--- config.mk ---
export PLATFORM = sky130hd
export DESIGN_NAME = gpio_edge_port
export DESIGN_NICKNAME = d
export VERILOG_FILES = /design/src/inc/gpio_port_pkg.sv /design/src/inc/pin_drive_if.sv /design/src/hdl/pin_sync.sv /design/src/hdl/pin_driver.sv /design/src/hdl/gpio_edge_port.sv
export VERILOG_INCLUDE_DIRS = /design/src /design/src/inc
export SDC_FILE = /design/constraint.sdc
export NUM_CORES = 1
export LEC_CHECK = 0
export ABC_CLOCK_PERIOD_IN_PS = 9400
export BUFFER_PORTS_ARGS = -buffer_cell sky130_fd_sc_hd__buf_2
export CAP_MARGIN = 10
export CORE_UTILIZATION = 53
export DETAILED_ROUTE_END_ITERATION = 12
export PLACE_DENSITY_LB_ADDON = 0.25
export SLEW_MARGIN = 20
export SYNTH_ARGS = -nofsm -noshare
export SYNTH_HDL_FRONTEND = slang
export SYNTH_SLANG_ARGS = --single-unit
--- constraint.sdc ---
create_clock -name i_clk_sys -period 9.4 [get_ports i_clk_sys]
set_clock_uncertainty 0.05 [all_clocks]
set_input_delay 2.82 -clock i_clk_sys [delete_from_list [all_inputs] [get_ports i_clk_sys]]
set_output_delay 2.82 -clock i_clk_sys [all_outputs]
set_load 0.03 [all_outputs]
--- src/inc/gpio_port_defines.svh ---
`ifndef GPIO_PORT_DEFINES_SVH
`define GPIO_PORT_DEFINES_SVH

// ****************************************************************
// Register offsets on the plain register port
// ****************************************************************
`define ADDR_PORTA_DATA       8'h00
`define ADDR_PORTA_DIR        8'h01
`define ADDR_PORTB_DATA       8'h02
`define ADDR_PORTB_DIR        8'h03
`define ADDR_EDGE_IRQ_ENABLE  8'h08

// ****************************************************************
// Reset values
// ****************************************************************
`define PORT_DATA_RESET       8'h00
`define PORT_DIR_RESET        8'h00
`define EDGE_IRQ_EN_RESET     8'h00
`define RDATA_IDLE            8'h00

// ****************************************************************
// Field positions and edge polarity
// ****************************************************************
// Bit n of the enable register arms source n+1; sources 1 to 4 sit on
// port A pins 4 to 7 and sources 5 to 8 on port B pins 4 to 7.
`define SRC_PIN_LO            4
`define SRC_PIN_HI            7
// A one marks a rising-edge source, a zero a falling-edge source.
`define EDGE_RISING_MASK      8'h33
// Converter channels with this bit clear select a port B pin.
`define ADC_BANK_BIT          3
`define ADC_ONE_HOT_BASE      8'h01

`endif

--- src/inc/gpio_port_pkg.sv ---
package gpio_port_pkg;

  typedef logic [7:0] port_byte_t;

  typedef struct packed {
    port_byte_t porta_latch;
    port_byte_t porta_dir;
    port_byte_t portb_latch;
    port_byte_t portb_dir;
    port_byte_t edge_irq_enable;
    port_byte_t rd_data;
    port_byte_t analog_sel;
    logic       src_active_prev;
    logic       irq_pending;
    logic       irq_event;
  } port_state_t;

  typedef struct packed {
    port_byte_t meta;
    port_byte_t stable;
  } sync_state_t;

endpackage

--- src/inc/pin_drive_if.sv ---
`timescale 1ns/100ps

interface pin_drive_if;
  logic [7:0] dir;
  logic [7:0] latch;
  logic [7:0] alt_oe;
  logic [7:0] alt_out;
  logic [7:0] alt_od;
  logic [7:0] pin_out;
  logic [7:0] pin_oe;
  logic [7:0] is_output;

  modport ctrl (
    output dir,
    output latch,
    output alt_oe,
    output alt_out,
    output alt_od,
    input  pin_out,
    input  pin_oe,
    input  is_output
  );

  modport drv (
    input  dir,
    input  latch,
    input  alt_oe,
    input  alt_out,
    input  alt_od,
    output pin_out,
    output pin_oe,
    output is_output
  );
endinterface

--- src/hdl/pin_sync.sv ---
`timescale 1ns/100ps

module pin_sync
  import gpio_port_pkg::*;
(
  input  wire logic       i_clk_sys,
  input  wire logic       i_rst,
  input  wire logic [7:0] i_pin,
  output logic      [7:0] o_level
);

  sync_state_t st_q;
  sync_state_t st_d;

  // Only the second stage is read; the first may be metastable.
  always_comb begin
    st_d        = st_q;
    st_d.meta   = i_pin;
    st_d.stable = st_q.meta;
  end

  always_ff @(posedge i_clk_sys or posedge i_rst) begin
    if (i_rst) begin
      st_q <= '0;
    end else begin
      st_q <= st_d;
    end
  end

  assign o_level = st_q.stable;

endmodule

--- src/hdl/pin_driver.sv ---
`timescale 1ns/100ps

module pin_driver (
  pin_drive_if.drv bus
);

  // A claimed pin ignores direction and latch entirely.
  assign bus.pin_out   = (bus.alt_oe & ~bus.alt_od & bus.alt_out)
                       | (~bus.alt_oe & bus.latch);  // [RULE14] [RULE12]
  // Open drain drives only the low level and floats for a one.
  assign bus.pin_oe    = (bus.alt_oe & (~bus.alt_od | ~bus.alt_out))
                       | (~bus.alt_oe & bus.dir);  // [RULE15] [RULE7]
  assign bus.is_output = bus.alt_oe | bus.dir;  // [RULE15]

endmodule

--- src/hdl/gpio_edge_port.sv ---
// Strobed register access is this design's own decision.
`timescale 1ns/100ps
`include "gpio_port_defines.svh"

// How it works
// RULE1 - Enable register eight bits, read/write, resets zero.
// RULE2 - Enable bit n-1 arms source n.
// RULE3 - Sources 1,2,5,6 fire on rising edges.
// RULE4 - Sources 3,4,7,8 fire on falling edges.
// RULE5 - Only eight fixed pins can raise requests.
// RULE6 - Software disables analog input before port B interrupts.
// RULE7 - Direction bit one means output, zero input.
// RULE8 - Every pin configurable on its own.
// RULE9 - Input pin reads return the pin level.
// RULE10 - Software writes latch before switching to output.
// RULE11 - Armed sources are ORed into one request.
// RULE12 - Output pins drive and read back the latch.
// RULE13 - Output pins never raise interrupts.
// RULE14 - Peripheral claim overrides direction and latch.
// RULE15 - Peripheral drive forces output, push-pull or open-drain.
// RULE16 - Peripheral input pins still read back pin level.
// RULE17 - Shared in/out peripheral pins use direction zero.
// RULE18 - No alternate function on armed input pins.
// RULE19 - Selected converter pin joins the analog rail.
// RULE20 - Keep pins steady during an analog conversion.
// RULE21 - Requests reach the CPU only when unmasked.
// RULE22 - Synchronise pins, compare samples, pulse per edge.
module gpio_edge_port
  import gpio_port_pkg::*;
(
  input  wire logic       i_clk_sys,
  input  wire logic       i_rst,
  // Register port.
  input  wire logic [7:0] i_addr,
  input  wire logic [7:0] i_wdata,
  input  wire logic       i_wr,
  input  wire logic       i_rd,
  output logic      [7:0] o_rdata,
  // Port A pins.
  input  wire logic [7:0] i_porta_pin,
  output logic      [7:0] o_porta_pin,
  output logic      [7:0] o_porta_oe,
  // Port B pins.
  input  wire logic [7:0] i_portb_pin,
  output logic      [7:0] o_portb_pin,
  output logic      [7:0] o_portb_oe,
  // On-chip peripheral claims of port A.
  input  wire logic [7:0] i_porta_alt_oe,
  input  wire logic [7:0] i_porta_alt_out,
  input  wire logic [7:0] i_porta_alt_od,
  output logic      [7:0] o_porta_level,
  // On-chip peripheral claims of port B.
  input  wire logic [7:0] i_portb_alt_oe,
  input  wire logic [7:0] i_portb_alt_out,
  input  wire logic [7:0] i_portb_alt_od,
  output logic      [7:0] o_portb_level,
  // Analog multiplexer control from the converter.
  input  wire logic       i_adc_active,
  input  wire logic [3:0] i_adc_chan,
  output logic      [7:0] o_portb_analog_sel,
  // CPU interrupt handshake.
  input  wire logic       i_irq_mask,
  input  wire logic       i_irq_ack,
  output logic            o_ext_irq,
  output logic            o_ext_irq_event
);

  // ****************************************************************
  // Pin synchronisers and drivers
  // ****************************************************************
  logic [7:0] porta_level;
  logic [7:0] portb_level;

  pin_drive_if porta_if ();
  pin_drive_if portb_if ();

  pin_sync u_porta_sync (
    .i_clk_sys (i_clk_sys),
    .i_rst     (i_rst),
    .i_pin     (i_porta_pin),
    .o_level   (porta_level)
  );  // [RULE22]

  pin_sync u_portb_sync (
    .i_clk_sys (i_clk_sys),
    .i_rst     (i_rst),
    .i_pin     (i_portb_pin),
    .o_level   (portb_level)
  );  // [RULE22]

  pin_driver u_porta_drv (
    .bus (porta_if.drv)
  );

  pin_driver u_portb_drv (
    .bus (portb_if.drv)
  );

  port_state_t st_q;
  port_state_t st_d;

  assign porta_if.dir     = st_q.porta_dir;
  assign porta_if.latch   = st_q.porta_latch;
  assign porta_if.alt_oe  = i_porta_alt_oe;
  assign porta_if.alt_out = i_porta_alt_out;
  assign porta_if.alt_od  = i_porta_alt_od;

  assign portb_if.dir     = st_q.portb_dir;
  assign portb_if.latch   = st_q.portb_latch;
  assign portb_if.alt_oe  = i_portb_alt_oe;
  assign portb_if.alt_out = i_portb_alt_out;
  assign portb_if.alt_od  = i_portb_alt_od;

  // ****************************************************************
  // Readback of the data registers
  // ****************************************************************
  // Each bit chooses on its own, so a port can mix inputs and
  // outputs freely. Peripheral-driven pins with a clear direction bit
  // still return the pin, which is what a peripheral input needs.
  port_byte_t porta_readback;
  port_byte_t portb_readback;

  assign porta_readback = (st_q.porta_dir & st_q.porta_latch)
                        | (~st_q.porta_dir & porta_level);
  // [RULE9] [RULE12] [RULE16] [RULE8]
  assign portb_readback = (st_q.portb_dir & st_q.portb_latch)
                        | (~st_q.portb_dir & portb_level);
  // [RULE9] [RULE12] [RULE16] [RULE8]

  // ****************************************************************
  // External edge sources
  // ****************************************************************
  // Source order follows the enable register: port A pins 4..7 give
  // sources one to four, port B pins 4..7 give five to eight. No other
  // pin is wired in here.
  port_byte_t src_level;
  port_byte_t src_output;
  port_byte_t src_active;
  logic       group_active;
  logic       group_rise;
  logic       porta_pin_four;
  logic       porta_pin_five;
  logic       porta_pin_six;
  logic       porta_pin_seven;
  logic       portb_pin_four;
  logic       portb_pin_five;
  logic       portb_pin_six;
  logic       portb_pin_seven;
  logic       ext_source_one;
  logic       ext_source_two;
  logic       ext_source_three;
  logic       ext_source_four;
  logic       ext_source_five;
  logic       ext_source_six;
  logic       ext_source_seven;
  logic       ext_source_eight;

  // Rising sources sit on pins four and five, falling ones on six and
  // seven, in both ports.
  assign porta_pin_four  = porta_level[`SRC_PIN_LO];  // [RULE3]
  assign porta_pin_five  = porta_level[`SRC_PIN_LO + 1];  // [RULE3]
  assign porta_pin_six   = porta_level[`SRC_PIN_HI - 1];  // [RULE4]
  assign porta_pin_seven = porta_level[`SRC_PIN_HI];  // [RULE4]
  assign portb_pin_four  = portb_level[`SRC_PIN_LO];  // [RULE3]
  assign portb_pin_five  = portb_level[`SRC_PIN_LO + 1];  // [RULE3]
  assign portb_pin_six   = portb_level[`SRC_PIN_HI - 1];  // [RULE4]
  assign portb_pin_seven = portb_level[`SRC_PIN_HI];  // [RULE4]

  assign src_level  = {portb_pin_seven, portb_pin_six,
                       portb_pin_five,  portb_pin_four,
                       porta_pin_seven, porta_pin_six,
                       porta_pin_five,  porta_pin_four};  // [RULE5]
  assign src_output = {portb_if.is_output[`SRC_PIN_HI:`SRC_PIN_LO],
                       porta_if.is_output[`SRC_PIN_HI:`SRC_PIN_LO]};

  // A rising source is active while high, a falling one while low.
  // The group then sees one edge on the OR of all active sources,
  // so one armed pin stuck in its active level hides the others.
  assign src_active = st_q.edge_irq_enable & ~src_output
                    & ~(src_level ^ `EDGE_RISING_MASK);
  // [RULE2] [RULE3] [RULE4] [RULE13]

  assign ext_source_one   = src_active[0];  // [RULE2]
  assign ext_source_two   = src_active[1];  // [RULE2]
  assign ext_source_three = src_active[2];  // [RULE2]
  assign ext_source_four  = src_active[3];  // [RULE2]
  assign ext_source_five  = src_active[4];  // [RULE2]
  assign ext_source_six   = src_active[5];  // [RULE2]
  assign ext_source_seven = src_active[6];  // [RULE2]
  assign ext_source_eight = src_active[7];  // [RULE2]

  // ****************************************************************
  // Group request
  // ****************************************************************
  // All eight sources share one vector, so they meet in a plain OR.
  assign group_active = ext_source_one   | ext_source_two
                      | ext_source_three | ext_source_four
                      | ext_source_five  | ext_source_six
                      | ext_source_seven | ext_source_eight;  // [RULE11]
  assign group_rise   = group_active & ~st_q.src_active_prev;  // [RULE22]

  // ****************************************************************
  // Analog multiplexer
  // ****************************************************************
  // The selection is only decoded here; the digital input path stays
  // live, so software must keep armed port B pins off the rail.
  logic       adc_on_portb;
  port_byte_t analog_sel_next;

  assign adc_on_portb    = i_adc_active & ~i_adc_chan[`ADC_BANK_BIT];
  assign analog_sel_next = adc_on_portb
                         ? port_byte_t'(`ADC_ONE_HOT_BASE << i_adc_chan[2:0])
                         : `RDATA_IDLE;  // [RULE19]

  // ****************************************************************
  // Next-state logic
  // ****************************************************************
  always_comb begin
    st_d         = st_q;
    st_d.rd_data = `RDATA_IDLE;

    // Writes to the latch land even while the pin is an input, so the
    // level is ready before the direction flips.
    if (i_wr) begin
      case (i_addr)
        `ADDR_PORTA_DATA: begin
          st_d.porta_latch = i_wdata;  // [RULE10]
        end
        `ADDR_PORTA_DIR: begin
          st_d.porta_dir = i_wdata;  // [RULE7]
        end
        `ADDR_PORTB_DATA: begin
          st_d.portb_latch = i_wdata;  // [RULE10]
        end
        `ADDR_PORTB_DIR: begin
          st_d.portb_dir = i_wdata;  // [RULE7]
        end
        `ADDR_EDGE_IRQ_ENABLE: begin
          st_d.edge_irq_enable = i_wdata;  // [RULE1]
        end
        default: begin
        end
      endcase
    end

    // Read data stands for the one cycle after the strobe only.
    if (i_rd) begin
      case (i_addr)
        `ADDR_PORTA_DATA: begin
          st_d.rd_data = porta_readback;
        end
        `ADDR_PORTA_DIR: begin
          st_d.rd_data = st_q.porta_dir;
        end
        `ADDR_PORTB_DATA: begin
          st_d.rd_data = portb_readback;
        end
        `ADDR_PORTB_DIR: begin
          st_d.rd_data = st_q.portb_dir;
        end
        `ADDR_EDGE_IRQ_ENABLE: begin
          st_d.rd_data = st_q.edge_irq_enable;  // [RULE1]
        end
        default: begin
          st_d.rd_data = `RDATA_IDLE;
        end
      endcase
    end

    st_d.src_active_prev = group_active;  // [RULE22]
    st_d.irq_event       = group_rise;  // [RULE22]

    // An edge seen in the acknowledge cycle keeps the request alive.
    // The latch also holds a request taken while the CPU is masked.
    st_d.irq_pending = group_rise
                     | (st_q.irq_pending & ~i_irq_ack);  // [RULE11]

    // The multiplexer only reaches port B for channels zero to seven;
    // higher channels belong to another port.
    st_d.analog_sel = analog_sel_next;  // [RULE19]
  end

  // ****************************************************************
  // State register
  // ****************************************************************
  always_ff @(posedge i_clk_sys or posedge i_rst) begin
    if (i_rst) begin
      st_q                 <= '0;
      st_q.porta_latch     <= `PORT_DATA_RESET;
      st_q.porta_dir       <= `PORT_DIR_RESET;
      st_q.portb_latch     <= `PORT_DATA_RESET;
      st_q.portb_dir       <= `PORT_DIR_RESET;
      st_q.edge_irq_enable <= `EDGE_IRQ_EN_RESET;  // [RULE1]
      st_q.rd_data         <= `RDATA_IDLE;
    end else begin
      st_q <= st_d;
    end
  end

  // ****************************************************************
  // Outputs
  // ****************************************************************
  assign o_rdata            = st_q.rd_data;
  assign o_porta_pin        = porta_if.pin_out;
  assign o_porta_oe         = porta_if.pin_oe;
  assign o_portb_pin        = portb_if.pin_out;
  assign o_portb_oe         = portb_if.pin_oe;
  assign o_porta_level      = porta_level;  // [RULE16]
  assign o_portb_level      = portb_level;  // [RULE16]
  assign o_portb_analog_sel = st_q.analog_sel;
  assign o_ext_irq_event    = st_q.irq_event;
  // A masked request waits in the latch until the mask clears.
  assign o_ext_irq          = st_q.irq_pending & ~i_irq_mask;  // [RULE21]

endmodule

**After elaboration in Yosys (flattened, before gate mapping)**

Cells that the tools add are included.

- Register bits: 91
- Input port bits: 91
- Word-level logic and storage cells: 81

- Eq/ne operators: 4
- Shifts and indexed selects: 1
- Muxes and demuxes: 3
- Bitwise gates (word level): 53
- Reductions and logical operators: 6

Operator list:

| operator | count |
|---|---|
| 8-bit AND | 16 |
| 8-bit NOT | 10 |
| 8-bit OR | 10 |
| 8-bit case mux with 5 select lines | 1 |
| 8-bit by 2-bit == test with 1-bit output, second input constant | 2 |
| 8-bit 2-to-1 mux | 2 |
| 2-bit AND reduction | 5 |
| 8-bit by 1-bit == test with 1-bit output, second input constant | 1 |
| 8-bit by 4-bit == test with 1-bit output, second input constant | 1 |
| 8-bit zero test | 1 |
| 1-bit OR | 8 |
| 1-bit by 3-bit << shifter with 8-bit output, first input constant | 1 |
| 1-bit AND | 4 |
| 1-bit NOT | 4 |
| 4-bit NOT | 1 |

**Logic depth before layout (Yosys ltp)**

- Depth after elaboration: 13
- Depth in mapped cells: 6

**Cells and area by module**

A second synthesis with hierarchy kept.

- Cell total of the unflattened synthesis: 358
- Area total of the unflattened synthesis: 4126.5 um2

By module, submodules not included:

| module | times used | cells each | area an instance (um2) | seq. area each (um2) |
|---|---|---|---|---|
| gpio_edge_port | 1 | 228 | 2837.7 | 1476.4 |
| pin_sync | 2 | 17 | 404.1 | 400.4 |
| pin_driver | 2 | 48 | 240.2 | 0.0 |

**Worst setup path before layout**

Ideal clock, no wire load.

- Path kind: in2out
- Start: input port i_porta_alt_oe[0]
- End: output port o_porta_pin[0]
- Arrival: 3.510 ns
- Required time: 6.530 ns
- Slack: 3.020 ns
- Cell stages on the path: 1
- Buffers on the path: 0
- Cells stage by stage: o21ai_0

- Word-level cells in the longest chain between the ends: 3

Ends and longest elaborated chain:

| what | line | RTL |
|---|---|---|
| from (decl) | gpio_edge_port.sv:48 | `input wire logic [7:0] i_porta_alt_oe,` |
| 8-bit AND / 8-bit NOT (equally long branches) | pin_driver.sv:8, pin_driver.sv:9 |  |
| 8-bit AND (on tied branches) | pin_driver.sv:8, pin_driver.sv:9 |  |
| 8-bit OR (*) | pin_driver.sv:9 | `\| (~bus.alt_oe & bus.latch);` |
| to (decl) | gpio_edge_port.sv:41 | `output logic [7:0] o_porta_pin,` |

Every way passes the cells marked *; elsewhere a longest branch is shown, timed or not.

**Worst setup path in the final report**

- Start: input port i_portb_alt_od[2]
- End: output port o_portb_pin[2]

- Word-level cells in the longest chain between the ends: 4

Ends and longest elaborated chain:

| what | line | RTL |
|---|---|---|
| from (decl) | gpio_edge_port.sv:55 | `input wire logic [7:0] i_portb_alt_od,` |
| 8-bit NOT | pin_driver.sv:8 | `assign bus.pin_out = (bus.alt_oe & ~bus.alt_od & bus.alt_out)` |
| 8-bit AND (2 in series) | pin_driver.sv:8 |  |
| 8-bit OR | pin_driver.sv:9 |  |
| to (decl) | gpio_edge_port.sv:45 | `output logic [7:0] o_portb_pin,` |

Every way passes these cells.

==> run metrics <==
Adder-Cell Fraction of Synth Area 0; worst min path class reg2reg; vias in the first global route 3050; worst reg2reg setup slack 7780 ps; Worst VDD drop 0.1086 mV; post-synthesis xor/xnor area fraction 0; first-pass GRT wire length 14.70 mm; Post-Synth Simple-Gate Area 0.1264; Hold-fix buffers, CTS 0; worst-margin pin slew 1092 ps; First-pass DRT Iterations 5; r2r startpoint porta_if.dir[6]$_DFFE_PP0P_; HP Start u_porta_sync.st_d[6]$_DFF_PP0_; wire length per cell 15.68 µm; Synth cell types 40; Post-Synthesis Cell Area 4088 µm²; critical path type in2out; Die X 89.82 µm; Mapped Avg Cell Area 12.24 µm²; CTS resizes 0; CP endpoint kind output pin; critical path buffer and inverter count 2; cell repeated most along the worst path buf_2; Sink Count 91; Worst path depth 4; share of cells above drive strength 1 0.4928; DRC 0; Initial Utilization 0.5547; dpl cells 566; Placed Area 4848 µm²; initial antenna violation count 0; # setup viols final 0; row count 31; mux cell area share after synthesis 0.1781; Mapped Cells 334; main combinational cell family by area after synthesis multiplexers; Clk Tree Root Cell clkbuf_8; postcts setup bufs 0; DR vias/cell 5.404; run status completed; Final Hold Viols 0; TritonCTS clock tree built; CTS clk-pin slew, worst paths 90 ps; Leak Pwr 2.548 nW; RSZ-0062 raised after global routing no; die area 8068 µm²; async set-or-reset flop fraction in the synthesized netlist 1.000; relative slew slack 0.2702; fin crit period 6279 ps; register area share after synthesis 0.5571; commonest non-fill, non-tap cell in the layout buf_2; Layout Cells excl Fill 582; Post-synth EDFFs 0; Yosys reg bits 91; Synthesis Warnings 0; ant diodes 0; ANT nets after route 0; delay-heaviest family, CP buffers and inverters; largest net degree at the start of global routing 92; CP max-delay cell buf_2; Max Fclk 159.3 MHz; power per cell area 161.5 nW/µm²; Clk Latency, worst-skew pair 350 ps; Detailed Place HPWL 6.403 mm; Post-synth top flop dfrtp_1; CP arrival 3410 ps; # port buffers 156; TritonCTS buffer count 9; CP required 6530 ps; initial drt markers 109; crit path max fanout 2; WHS Endpoint u_porta_sync.o_level[6]$_DFF_PP0_; reg2reg path depth 4; CP peak stage delay 230 ps; CTS Buffer Depth 2; Filler cells 601; DRT Wirelength 9.123 mm; Die Y 89.82 µm; final net count 569; Synth Area in Compound Gates 0.08295; commonest non-fill, non-tap cells in the layout 156 x buf_2, 91 x dfrtp_1, 54 x mux2_2; final instance area 5072 µm²; grt ovf 0; setup total negative slack 0 ps; power consumption 0.8190 mW; All-Layer GR Usage 0.2344; fin crit share 0.6680; reg2reg end st_q[1]$_DFF_PP0_; Critical Path, Cell by Cell buf_2 -> nand3b_1 -> o21ai_0 -> buf_2; via count 3145; maxcap violations 0; WHS Path Cells 0; Area growth syn-to-layout 24.09%; I/O Pins 157; multi-input logic area 1593 µm²; H-tree levels 3; GPL Wtd Cong 0.7716; Seq. cell area 2277 µm²; Post-Syn Nets 425; Setup crit start kind input port; Slew Viols, Final 0; area of the core 7370 µm²
-- registers in the layout, indices dropped and copies added, names as in the netlist --
signal / flops
st_q: 10
o_rdata: 8
portb_if.dir: 8
u_portb_sync.o_level: 8
porta_if.dir: 8
u_portb_sync.st_d: 8
u_porta_sync.o_level: 8
porta_if.latch: 8
o_ext_irq_event: 1
o_portb_analog_sel: 8
portb_if.latch: 8
u_porta_sync.st_d: 8
-- metal layers --
layer | up-vias | routed length (µm) | GRT usage
met5 | - | 0 | 0
li1 | 1490 | - | -
met1 | 1522 | 4017 | 0.3053
met2 | 124 | 4443 | 0.3936
met4 | 0 | 93 | 0.07787
met3 | 9 | 569 | 0.04738
-- area by class of cell --
cell class	instances	share of cell area
clock buffer	9	0.02442
multi-input combinational	201	0.3140
sequential	91	0.4489
inverter	19	0.01505
clock inverter	7	0.01924
timing repair buffer	156	0.1539
tap	99	0.02442
-- worst register-to-register path, stage by stage, from the launching register on --
cell	delay (ps)
dfrtp_1	440
nor4b_1	580
nor4_1	160
a21oi_1	250
a21o_1	110
-- stage by stage --
| step | utilization | hold WS (ps) | setup slack (ps) |
|---|---|---|---|
| detailed placement | 0.6579 | 284.7 | 3128 |
| CTS | 0.6879 | 300.4 | 3129 |
| global route | 0.6883 | 306.9 | 3092 |
| floorplan | - | 281.2 | 3020 |
| finish | 0.6883 | 295.9 | 3121 |
| global placement | 0.6567 | 281.7 | 3180 |
-- Yosys cell counts, types with 2 or more instances --
| cell | number | share of area |
|---|---|---|
| nand3b_1 | 16 | 0.029 |
| nor3_1 | 2 | 0.0024 |
| nor4_1 | 2 | 0.0031 |
| nand2b_1 | 2 | 0.0031 |
| nor2_1 | 26 | 0.024 |
| clkbuf_1 | 4 | 0.0037 |
| buf_4 | 16 | 0.029 |
| a22oi_1 | 6 | 0.011 |
| o211ai_1 | 6 | 0.011 |
| mux2_2 | 54 | 0.15 |
| nand2_1 | 9 | 0.0083 |
| nor4b_1 | 4 | 0.0086 |
| a21oi_1 | 7 | 0.0086 |
| inv_1 | 19 | 0.017 |
| a31oi_1 | 16 | 0.024 |
| mux2i_1 | 12 | 0.029 |
| nor4bb_1 | 4 | 0.0098 |
| a222oi_1 | 2 | 0.0049 |
| dfrtp_1 | 91 | 0.56 |
| o21ai_0 | 16 | 0.020 |
-- cell families after synthesis --
family / count (synthesis)
buffers and inverters: 42
AO/OA/AOI/OAI: 55
flip-flops: 91
AND/OR/NAND/NOR: 80
multiplexers: 66
-- where the power goes --
| group | switching [mW] | internal, mW | leakage, nW |
|---|---|---|---|
| clock network | 0.138 | 0.151 | 0.106 |
| logic | 0.0662 | 0.0433 | 1.25 |
| registers | 0.0120 | 0.408 | 1.19 |
-- worst max path at each step --
| stage | startpoint | end | slack (ps) |
|---|---|---|---|
| finish | i_portb_alt_od[2] | o_portb_pin[2] | 3120 |
| global route | i_portb_alt_od[2] | o_portb_pin[2] | 3090 |
| CTS | i_portb_alt_od[2] | o_portb_pin[2] | 3130 |
| detailed placement | i_portb_alt_od[2] | o_portb_pin[2] | 3130 |
| global placement | i_porta_alt_oe[6] | o_porta_oe[6] | 3180 |
| floorplan | i_porta_alt_oe[0] | o_porta_pin[0] | 3020 |
(Power assumes the default switching activity.)
